===== src/rtl/rscp_pkg.sv =====
package rscp_pkg;

    // frame layout: one direction bit, two address bits, then data bytes
    localparam int unsigned HDR_BITS = 3;
    localparam int unsigned BYTE_BITS = 8;
    localparam logic [2:0] HDR_LAST = 3'h2;
    localparam logic [2:0] BYTE_LAST = 3'h7;
    localparam logic DIR_WRITE = 1'h0;
    localparam logic DIR_READ = 1'h1;
    localparam logic [1:0] ADDR_CTRL = 2'h0;

    // control byte reset values (external recovery receive)
    localparam logic [7:0] FIRST_RESET = 8'h00;
    localparam logic [7:0] SECOND_RESET = 8'h00;

    // field positions in the first control byte
    localparam int unsigned RECOV_EN_BIT = 0;

    // preset command byte pairs
    localparam logic [7:0] PRE_RXINT_FIRST = 8'h01;
    localparam logic [7:0] PRE_RXINT_SECOND = 8'h04;
    localparam logic [7:0] PRE_TX_FIRST = 8'h40;
    localparam logic [7:0] PRE_TX_SECOND = 8'h20;
    localparam logic [7:0] PRE_SLEEP_FIRST = 8'h80;
    localparam logic [7:0] PRE_SLEEP_SECOND = 8'h00;

    // read data must be valid within this time of the serial clock edge
    localparam int unsigned SYS_CLK_PERIOD_NS = 25;
    localparam int unsigned RD_VALID_NS = 90;
    localparam int unsigned RD_VALID_CYC = RD_VALID_NS / SYS_CLK_PERIOD_NS;
    localparam int unsigned SYNC_STAGES = 2;

    typedef enum logic [1:0] {
        RSCP_HDR = 2'b00,
        RSCP_BYTE0 = 2'b01,
        RSCP_BYTE1 = 2'b10,
        RSCP_DONE = 2'b11
    } rscp_state_t;

    // exact match of a committed byte pair against a preset
    function automatic logic rscp_is_pair(
        input logic [7:0] a,
        input logic [7:0] b,
        input logic [7:0] pa,
        input logic [7:0] pb
    );
        return (a == pa) && (b == pb);
    endfunction

endpackage


===== src/rtl/rscp_sync.sv =====
`timescale 1ns/10ps
// two-stage synchroniser for pins from outside the sys_clk domain
module rscp_sync #(
    parameter int unsigned WIDTH = 3
) (
    input wire logic sys_clk,
    input wire logic nrst,
    input wire logic [WIDTH-1:0] async_in,
    output logic [WIDTH-1:0] sync_out
);
    logic [WIDTH-1:0] meta_q;
    logic [WIDTH-1:0] meta_d;
    logic [WIDTH-1:0] sync_q;
    logic [WIDTH-1:0] sync_d;

    // first stage feeds only the second stage
    always_comb begin
        meta_d = async_in;
        sync_d = meta_q;
    end

    always_ff @(posedge sys_clk) begin
        if (!nrst) begin
            meta_q <= '0;
            sync_q <= '0;
        end else begin
            meta_q <= meta_d;
            sync_q <= sync_d;
        end
    end

    assign sync_out = sync_q;
endmodule // rscp_sync


===== src/rtl/rscp_port.sv =====
`timescale 1ns/10ps
//
// Contract
// - select high: data two-way, registers accessible
// - commit register after each eight bits
// - write bits captured on serial clock rise
// - read bits driven on serial clock rise
// - serial clock ignored while select low
// - select low at power-on: default mode
// - first select high enters serial mode
// - data line undriven while select low
// - select rising wakes device from sleep
// - preset byte pairs select receive/transmit/sleep
// - bit clock runs until enable bit cleared
// - bit clock low until start symbol
module rscp_port
    import rscp_pkg::*;
(
    input wire logic sys_clk,
    input wire logic nrst,
    input wire logic config_select,
    input wire logic config_serial_clock,
    input wire logic config_serial_data_in,
    output logic config_serial_data_out,
    output logic config_serial_data_oe,
    input wire logic recovery_clock_in,
    input wire logic start_symbol_detected,
    output logic recovered_bit_clock,
    output logic [7:0] first_control_byte,
    output logic [7:0] second_control_byte,
    output logic serial_control_mode,
    output logic sleep_mode,
    output logic receive_internal_recovery,
    output logic transmit_mode
);
    logic [2:0] pins_s;
    logic sel_s;
    logic sclk_s;
    logic din_s;

    // all three pins arrive from the host's domain
    rscp_sync #(
        .WIDTH(3)
    ) u_sync (
        .sys_clk(sys_clk),
        .nrst(nrst),
        .async_in({config_select, config_serial_clock,
                   config_serial_data_in}),
        .sync_out(pins_s)
    );
    assign sel_s = pins_s[2];
    assign sclk_s = pins_s[1];
    assign din_s = pins_s[0];

    logic sel_prev_q, sel_prev_d;
    logic sclk_prev_q, sclk_prev_d;
    logic mode_q, mode_d;
    logic sleep_q, sleep_d;
    rscp_state_t state_q, state_d;
    logic [2:0] cnt_q, cnt_d;
    logic [1:0] hdr_q, hdr_d;
    logic is_read_q, is_read_d;
    logic addr_ok_q, addr_ok_d;
    logic [7:0] in_sh_q, in_sh_d;
    logic [7:0] out_sh_q, out_sh_d;
    logic dout_q, dout_d;
    logic oe_q, oe_d;
    logic [7:0] first_q, first_d;
    logic [7:0] second_q, second_d;
    logic bitclk_act_q, bitclk_act_d;
    logic bitclk_q, bitclk_d;
    logic sclk_rise;
    logic sel_rise;
    logic active;
    logic [7:0] assembled;
    logic wr_bit;

    assign sclk_rise = sclk_s & ~sclk_prev_q;
    assign sel_rise = sel_s & ~sel_prev_q;
    assign active = sel_s & mode_q & sclk_rise;
    assign assembled = {in_sh_q[6:0], din_s};
    assign wr_bit = active && !is_read_q && addr_ok_q
        && (state_q == RSCP_BYTE0 || state_q == RSCP_BYTE1);

    // mode, sleep and edge history
    always_comb begin
        sel_prev_d = sel_s;
        sclk_prev_d = sclk_s;
        mode_d = mode_q | sel_s;
        sleep_d = sleep_q;
        if (sel_rise) begin
            sleep_d = 1'b0;
        end
        if (wr_bit && state_q == RSCP_BYTE1 && cnt_q == BYTE_LAST
                && rscp_is_pair(first_q, assembled,
                                PRE_SLEEP_FIRST, PRE_SLEEP_SECOND)) begin
            sleep_d = 1'b1;
        end
    end

    always_ff @(posedge sys_clk) begin
        if (!nrst) begin
            sel_prev_q <= 1'b0;
            sclk_prev_q <= 1'b0;
            mode_q <= 1'b0;
            sleep_q <= 1'b0;
        end else begin
            sel_prev_q <= sel_prev_d;
            sclk_prev_q <= sclk_prev_d;
            mode_q <= mode_d;
            sleep_q <= sleep_d;
        end
    end

    // serial frame engine
    always_comb begin
        state_d = state_q;
        cnt_d = cnt_q;
        hdr_d = hdr_q;
        is_read_d = is_read_q;
        addr_ok_d = addr_ok_q;
        in_sh_d = in_sh_q;
        out_sh_d = out_sh_q;
        oe_d = oe_q;
        first_d = first_q;
        second_d = second_q;
        if (!sel_s || !mode_q) begin
            state_d = RSCP_HDR;
            cnt_d = 3'h0;
            oe_d = 1'b0;
        end else if (sclk_rise) begin
            unique case (state_q)
                RSCP_HDR: begin
                    hdr_d = {hdr_q[0], din_s};
                    cnt_d = cnt_q + 3'h1;
                    if (cnt_q == HDR_LAST) begin
                        cnt_d = 3'h0;
                        state_d = RSCP_BYTE0;
                        is_read_d = (hdr_q[1] == DIR_READ);
                        addr_ok_d = ({hdr_q[0], din_s} == ADDR_CTRL);
                        out_sh_d = first_q;
                        oe_d = (hdr_q[1] == DIR_READ)
                            && ({hdr_q[0], din_s} == ADDR_CTRL);
                    end
                end
                RSCP_BYTE0, RSCP_BYTE1: begin
                    cnt_d = cnt_q + 3'h1;
                    in_sh_d = assembled;
                    // next read bit shifted out on rise
                    out_sh_d = {out_sh_q[6:0], 1'b0};
                    if (cnt_q == BYTE_LAST) begin
                        cnt_d = 3'h0;
                        if (state_q == RSCP_BYTE0) begin
                            state_d = RSCP_BYTE1;
                            out_sh_d = second_q;
                        end else begin
                            state_d = RSCP_DONE;
                            oe_d = 1'b0;
                        end
                        if (wr_bit && state_q == RSCP_BYTE0) begin
                            first_d = assembled;
                        end
                        if (wr_bit && state_q == RSCP_BYTE1) begin
                            second_d = assembled;
                        end
                    end
                end
                RSCP_DONE: begin
                    // extra clocks after the second byte are ignored
                    oe_d = 1'b0;
                end
            endcase
        end
        dout_d = out_sh_d[7]; // moves with the shifter to meet 90 ns
    end

    always_ff @(posedge sys_clk) begin
        if (!nrst) begin
            state_q <= RSCP_HDR;
            cnt_q <= 3'h0;
            hdr_q <= 2'h0;
            is_read_q <= 1'b0;
            addr_ok_q <= 1'b0;
            in_sh_q <= 8'h00;
            out_sh_q <= 8'h00;
            dout_q <= 1'b0;
            oe_q <= 1'b0;
            first_q <= FIRST_RESET;
            second_q <= SECOND_RESET;
        end else begin
            state_q <= state_d;
            cnt_q <= cnt_d;
            hdr_q <= hdr_d;
            is_read_q <= is_read_d;
            addr_ok_q <= addr_ok_d;
            in_sh_q <= in_sh_d;
            out_sh_q <= out_sh_d;
            dout_q <= dout_d;
            oe_q <= oe_d;
            first_q <= first_d;
            second_q <= second_d;
        end
    end

    // recovered bit clock gating
    always_comb begin
        bitclk_act_d = bitclk_act_q;
        if (start_symbol_detected && first_q[RECOV_EN_BIT]) begin
            bitclk_act_d = 1'b1;
        end
        if (!first_q[RECOV_EN_BIT]) begin
            bitclk_act_d = 1'b0;
        end
        bitclk_d = bitclk_act_d & recovery_clock_in;
    end

    always_ff @(posedge sys_clk) begin
        if (!nrst) begin
            bitclk_act_q <= 1'b0;
            bitclk_q <= 1'b0;
        end else begin
            bitclk_act_q <= bitclk_act_d;
            bitclk_q <= bitclk_d;
        end
    end

    // outputs; receive and transmit presets decoded from the stored pair
    assign config_serial_data_out = dout_q;
    assign config_serial_data_oe = oe_q;
    assign recovered_bit_clock = bitclk_q;
    assign first_control_byte = first_q;
    assign second_control_byte = second_q;
    assign serial_control_mode = mode_q;
    assign sleep_mode = sleep_q;
    assign receive_internal_recovery = rscp_is_pair(first_q, second_q,
        PRE_RXINT_FIRST, PRE_RXINT_SECOND);
    assign transmit_mode = rscp_is_pair(first_q, second_q,
        PRE_TX_FIRST, PRE_TX_SECOND);
endmodule // rscp_port


===== config.mk =====
export PLATFORM = sky130hd
export DESIGN_NAME = rscp_port
export DESIGN_NICKNAME = d
export VERILOG_FILES = /design/src/rtl/rscp_pkg.sv /design/src/rtl/rscp_sync.sv /design/src/rtl/rscp_port.sv
export SDC_FILE = /design/constraint.sdc
export NUM_CORES = 1
export LEC_CHECK = 0
export BUFFER_PORTS_ARGS = -buffer_cell sky130_fd_sc_hd__buf_2
export CAP_MARGIN = 20
export CORE_UTILIZATION = 40
export CTS_BUF_LIST = sky130_fd_sc_hd__clkbuf_16
export DETAILED_ROUTE_END_ITERATION = 8
export GPL_TIMING_DRIVEN = 0
export PLACE_DENSITY = 0.55
export SYNTH_ARGS = -nofsm -noshare
export SYNTH_HDL_FRONTEND = slang
export SYNTH_HIERARCHICAL = 1
export SYNTH_SLANG_ARGS = --single-unit

===== constraint.sdc =====
create_clock -name sys_clk -period 4.2 [get_ports sys_clk]
set_clock_uncertainty 0.05 [all_clocks]
set_input_delay 0 -clock sys_clk [delete_from_list [all_inputs] [get_ports sys_clk]]
set_output_delay 0 -clock sys_clk [all_outputs]
set_load 0.05 [all_outputs]

==> impl_metrics.ini, run 1 <==
[critical_path]
path_max_fanout = 10
arrival_ps = 2310
critPathKind = reg2reg
critical_path_required_ps = 4370
endpoint_kind = flip-flop
cp-start-kind = flip-flop

[floorplanning]
core-area_sq_um = 5956
start_util_pct = 41.87
die_width_um = 80.96
dieArea_sq_um = 6554
die_h_um = 80.96
ios = 30
num_rows = 28

[route]
routed_wl_um = 5995
vias_per_cell = 5.314
first_pass_iters = 4
wl_per_cell_um = 15.18
vias = 2099
drtAntennaViolNets = 0
drt_iter0_drc = 72
drc = 0

[sta]
setup_ws_ps = 2058
fmax_mhz = 467.0
fin_crit_ps = 2142
setup_viol = 0
maxSlewViolCount = 0
rsz0062_at_grt = false
period_share_pct = 50.99
slew-limit-headroom_pct = 45.32
tightest_slew_ps = 815.8
tns_ps = 0
whs_ps = 14.91
hold_viol = 0

[grt]
grt_pass1_vias = 1951
grt_use_met1_pct = 26.55
use_met2_pct = 31.93
grt_pass1_wl_um = 9701
top_usage_layer = met2
overflow = 0
use_met3_pct = 3.371
track_usage_pct = 19.67
grt_max_degree = 18
antenna_found_initial = 0

[power]
peakVddDrop_mv = 0.1921
finalPower_w = 0.0009478
p_leak_nw = 1.203
power.density_nw_per_um2 = 323.7

[clock_tree]
cts.sinks = 53
cts_tree = done
clk_latency_ps = 290
cts_inserted_buffers = 5
cts-resized-gates = 0
path_clk_slew_ps = 70
h-tree-depth = 2
clockRootBuffer = clkbuf_16
cts_setup_buffers = 0
cts.path.max_buffers = 2

[logic_synthesis]
synth_cells = 278
ys_types = 42
syn-mean-instance-area_sq_um = 8.970
async_flop_share_pct = 0
synth_top_area_share_pct = 42.55
synth_ff_type = dfxtp_1
synth_nets = 294
syn_area_sq_um = 2494
synth_edf_count = 0
synth_top_area_cell = dfxtp_1
yosys_warnings = 6
ys_seq_area_share_pct = 42.55
ys_ff_latch = 53
synth_top_cells_by_area = dfxtp_1 43%, mux2i_1 11%, nand2_1 7.1%, ha_1 4.5%, nand3_1 3.4%

[placement]
placed_area_sq_um = 2733
pre_cts_ws_ps = 2135
gp_congestion = 0.7543
numPortBuffers = 29
post-dp-hpwl_um = 4327

[finish]
num-fill-cells = 613
postLayoutCellArea_sq_um = 2928
multi_input_area_sq_um = 1321
syn_to_final_growth_pct = 17.41
nets = 335
seq_area_sq_um = 1061
insertedDiodeCount = 0
drive_above_1_share_pct = 18.44

[run]
cap_viol_max_count = 0

[min_path]
hp-class = in2reg

[outcome]
status = finished clean
cells in the final DEF (no fill, tap or decap), types with 3 or more instances in the layout:
cell	netlist	routed
a21bo_2	7	7
a21oi_1	12	12
a31o_2	7	7
and2_1	9	9
buf_1	3	3
buf_2	2	31
clkbuf_1	11	11
clkbuf_16	0	5
dfxtp_1	53	53
dlygate4sd3_1	0	5
ha_1	9	9
inv_1	7	7
mux2i_1	28	28
nand2_1	47	47
nand2b_1	3	3
nand3_1	17	17
nor2_1	7	7
nor4_1	4	4
o21ai_0	17	17
or3_1	3	3
cell usage after synthesis, types with 2 or more instances:
cell / number
dfxtp_1: 53
nand2_1: 47
mux2i_1: 28
nand3_1: 17
o21ai_0: 17
a21oi_1: 12
clkbuf_1: 11
and2_1: 9
ha_1: 9
a21bo_2: 7
a31o_2: 7
inv_1: 7
nor2_1: 7
nor4_1: 4
buf_1: 3
nand2b_1: 3
or3_1: 3
a2111oi_0: 2
a211o_1: 2
buf_2: 2
nand3b_1: 2
nand4_1: 2
nor2b_1: 2
nor3_1: 2
nor3b_1: 2
o211ai_1: 2
worst paths after layout:
kind / start / end / slack, ps / cells after the start
max reg2reg: state_q[0]$_SDFFE_PP0P_ / state_q[0]$_SDFFE_PP0P_ / 2060 / 6
min reg2reg: u_sync/meta_q[0]$_SDFF_PN0_ / u_sync/sync_out[0]$_SDFF_PN0_ / 390 / 1
min: nrst / u_sync/meta_q[0]$_SDFF_PN0_ / 10 / 2
max: state_q[0]$_SDFFE_PP0P_ / state_q[0]$_SDFFE_PP0P_ / 2060 / 6
critical path: stages (launching register included):
cell	delay, ps
dfxtp_1	430
inv_1	90
ha_1	350
clkbuf_1	330
nor2_1	80
a2111oi_0	500
mux2i_1	240
area by class of cell:
| class | count | share of cell area (%) |
|---|---|---|
| inverters | 8 | 1.026 |
| clock buffers | 5 | 4.274 |
| flip-flops and latches | 53 | 36.24 |
| clock inverters | 3 | 0.6838 |
| multi-input cells | 199 | 45.13 |
| repair buffers | 34 | 6.667 |
| well taps | 75 | 3.205 |
| plain buffers | 18 | 2.778 |
layer usage:
metal	share of wire, %	wire length (um)
met3	2.1	127
met5	0	0
met2	46	2735
met1	52	3090
met4	0.68	41
flip-flops by register name, indices dropped and copies added, names as in the netlist:
signal and cells:
out_sh_q 8, bitclk_act_q 1, first_control_byte 8, u_sync/sync_out 3, second_control_byte 8, config_serial_data_oe 1
is_read_q 1, sel_prev_q 1, u_sync/meta_q 3, cnt_q 3, hdr_q 2, sleep_mode 1
serial_control_mode 1, recovered_bit_clock 1, addr_ok_q 1, in_sh_q 7, state_q 2, sclk_prev_q 1
stage by stage:
step	instances	util [%]
3_5_place_dp	382	45.88
6_report	395	49.16
3_3_place_gp	382	45.88
4_1_cts	395	49.16
2_1_floorplan	278	-
5_1_grt	395	49.16
logic make-up (layout without fill, tap and decap cells):
family | Yosys count | count (layout) | share of synthesized area, %
adders and majority gates | 9 | 9 | 4.516
muxes | 29 | 29 | 11.69
AOI/OAI and AO/OA | 53 | 53 | 14.90
and+or+nand+nor | 108 | 108 | 21.88
buffers and inverters | 26 | 68 | 4.466
DFF | 53 | 53 | 42.55
power by group:
part,switching (W),total [W],internal (W)
sequential,0.00000314,0.000509,0.000506
clock,0.000190,0.000412,0.000221
combinational,0.0000168,0.0000271,0.0000103
repair_timing:
| item | CTS | global route |
|---|---|---|
| hold buffers | 5 | 0 |
| endpoints found under the setup margin | 0 | 0 |
| endpoints found under the hold margin | 5 | 0 |
Note: power is estimated with default switching activity, not from simulation.
==> inputs of run 2 (changes only) <==
Clock period 4.2 ns to 2.1 ns, I/O delays scaled along.
==> run 2 against run 1 <==
Via count up 0.24%. Worst setup slack worse by 1900 ps. Global-route usage rose by 0.43 points. Fmax rose by 9.4%. Hold slack lost 5.2 ps. Flip-flop and latch count unchanged. Core utilization grew 0.38 points. Count of clock-buffer cells in the layout is the same. Critical path depth unchanged. Register-to-register slack got worse by 1900 ps. Non-clock buffer count unchanged.
==> impl_metrics.ini, run 2 (same netlist as run 1, synthesis figures left out) <==
[placement]
gp_congestion = 0.7677
post-dp-hpwl_um = 4431
pre_cts_ws_ps = 7.239
numPortBuffers = 29
placed_area_sq_um = 2744

[clock_tree]
clockRootBuffer = clkbuf_16
cts.path.max_buffers = 2
clk_latency_ps = 290
cts_inserted_buffers = 5
path_clk_slew_ps = 70
cts_tree = done
cts.sinks = 53
h-tree-depth = 2

[critical_path]
rrSetupSlack_ps = 140
critical_path_required_ps = 2240
endpoint_kind = flip-flop
cp-start-kind = flip-flop
arrival_ps = 2100
reg2regPathDepth = 6
path_max_fanout = 9
critPathKind = reg2reg
worstReg2RegEnd = sleep_mode$_SDFFE_PN0P_
r2r-start = state_q[1]$_SDFFE_PP0P_

[floorplanning]
die_width_um = 80.96
die_h_um = 80.96
ios = 30
num_rows = 28
start_util_pct = 41.87
dieArea_sq_um = 6554
core-area_sq_um = 5956

[power]
power_frac_comb_pct = 2.9
power.density_nw_per_um2 = 637.0
p_switching_w = 0.0004090
p_leak_nw = 1.236
intPower_w = 0.001470
finalPower_w = 0.001879
peakVddDrop_mv = 0.4239
seqPwrFrac_pct = 54.2
pwr-share-clk_pct = 43.0
swShare_pct = 21.76

[run]
cap_viol_max_count = 0

[sta]
tns_ps = 0
tightest_slew_ps = 550.5
whs_ps = 9.663
rsz0062_at_grt = false
setup_ws_ps = 143.1
fmax_mhz = 511.0
slew-limit-headroom_pct = 62.35
period_share_pct = 93.19
fin_crit_ps = 1957
maxSlewViolCount = 0
hold_viol = 0
setup_viol = 0

[route]
vias = 2104
first_pass_iters = 4
drc = 0
vias_per_cell = 5.327
drt_iter0_drc = 78
wl_per_cell_um = 15.32
drtAntennaViolNets = 0
routed_wl_um = 6050

[grt]
grt_pass1_wl_um = 9853
grt_max_degree = 17
overflow = 0
track_usage_pct = 20.10
grt_pass1_vias = 1870
antenna_found_initial = 0

[finish]
drive_above_1_share_pct = 20.31
syn_to_final_growth_pct = 18.31
layout_common_cells = 52 x dfxtp_1, 47 x nand2_1, 31 x buf_2, 28 x mux2i_1
num-fill-cells = 577
nets = 335
layout_commonest_cell = dfxtp_1
postLayoutCellArea_sq_um = 2950
insertedDiodeCount = 0

[min_path]
min_to = u_sync/meta_q[2]$_SDFF_PN0_
worstHoldStart = nrst
holdPathStages = 2
hp-class = in2reg

[outcome]
status = finished clean
[run 2: worst max-delay path: stages (launching register included)]
cell,delay [ps]
dfxtp_1,380
inv_1,90
ha_1,350
nand3b_1,150
or3_1,380
buf_6,160
o41ai_2,290
[run 2: repair_timing]
action	CTS	global route
resized for setup	2	5
buffers inserted	0	0
endpoints found under the hold margin	5	0
endpoints found under the setup margin	2	19
hold buffers	5	0
[run 2: routing by layer]
| layer | global-route usage (%) | part of all wire [%] |
|---|---|---|
| met5 | 0 | 0 |
| met4 | 6.429 | 1.1 |
| met3 | 3.034 | 2.6 |
| met2 | 30.67 | 45 |
| met1 | 28.82 | 51 |
[run 2: through the flow]
| stage | instances | utilization, % |
|---|---|---|
| floorplan | 278 | - |
| global placement | 382 | 46.07 |
| detailed placement | 382 | 46.07 |
| CTS | 395 | 49.37 |
| global route | 395 | 49.54 |
| finish | 395 | 49.54 |
[run 2: worst max-delay path by stage]
stage | depth (start not counted) | startpoint | to | slack [ps]
floorplan | 3 | second_control_byte[0]$_SDFFE_PN0P_ | receive_internal_recovery | 130
global placement | 6 | cnt_q[0]$_SDFFE_PP0P_ | first_control_byte[0]$_SDFFE_PN0P_ | 30
detailed placement | 7 | state_q[0]$_SDFFE_PP0P_ | cnt_q[0]$_SDFFE_PP0P_ | 7
CTS | 6 | cnt_q[0]$_SDFFE_PP0P_ | first_control_byte[3]$_SDFFE_PN0P_ | 4
global route | 6 | cnt_q[0]$_SDFFE_PP0P_ | first_control_byte[6]$_SDFFE_PN0P_ | 10
finish | 6 | state_q[1]$_SDFFE_PP0P_ | sleep_mode$_SDFFE_PN0P_ | 140
[run 2: cell type report]
type / count / area [sq um] / share of cell area [%]
flip-flops and latches: 53 / 1062 / 36.01
well taps: 75 / 93.84 / 3.181
multi-input cells: 199 / 1340 / 45.42
repair buffers: 34 / 195.2 / 6.616
clock inverters: 3 / 18.77 / 0.6361
clock buffers: 5 / 125.1 / 4.241
plain buffers: 18 / 85.08 / 2.884
inverters: 8 / 30.03 / 1.018
[run 2: power groups by stage]
stage	logic (W)	registers, W	clock network [W]
final	0.0000540	0.00102	0.000808
after global routing	0.0000601	0.00102	0.000879
after detailed placement	0.0000479	0.00104	0
after floorplan	0.0000259	0.00104	0
after CTS	0.0000552	0.00102	0.000836
after global placement	0.0000478	0.00104	0
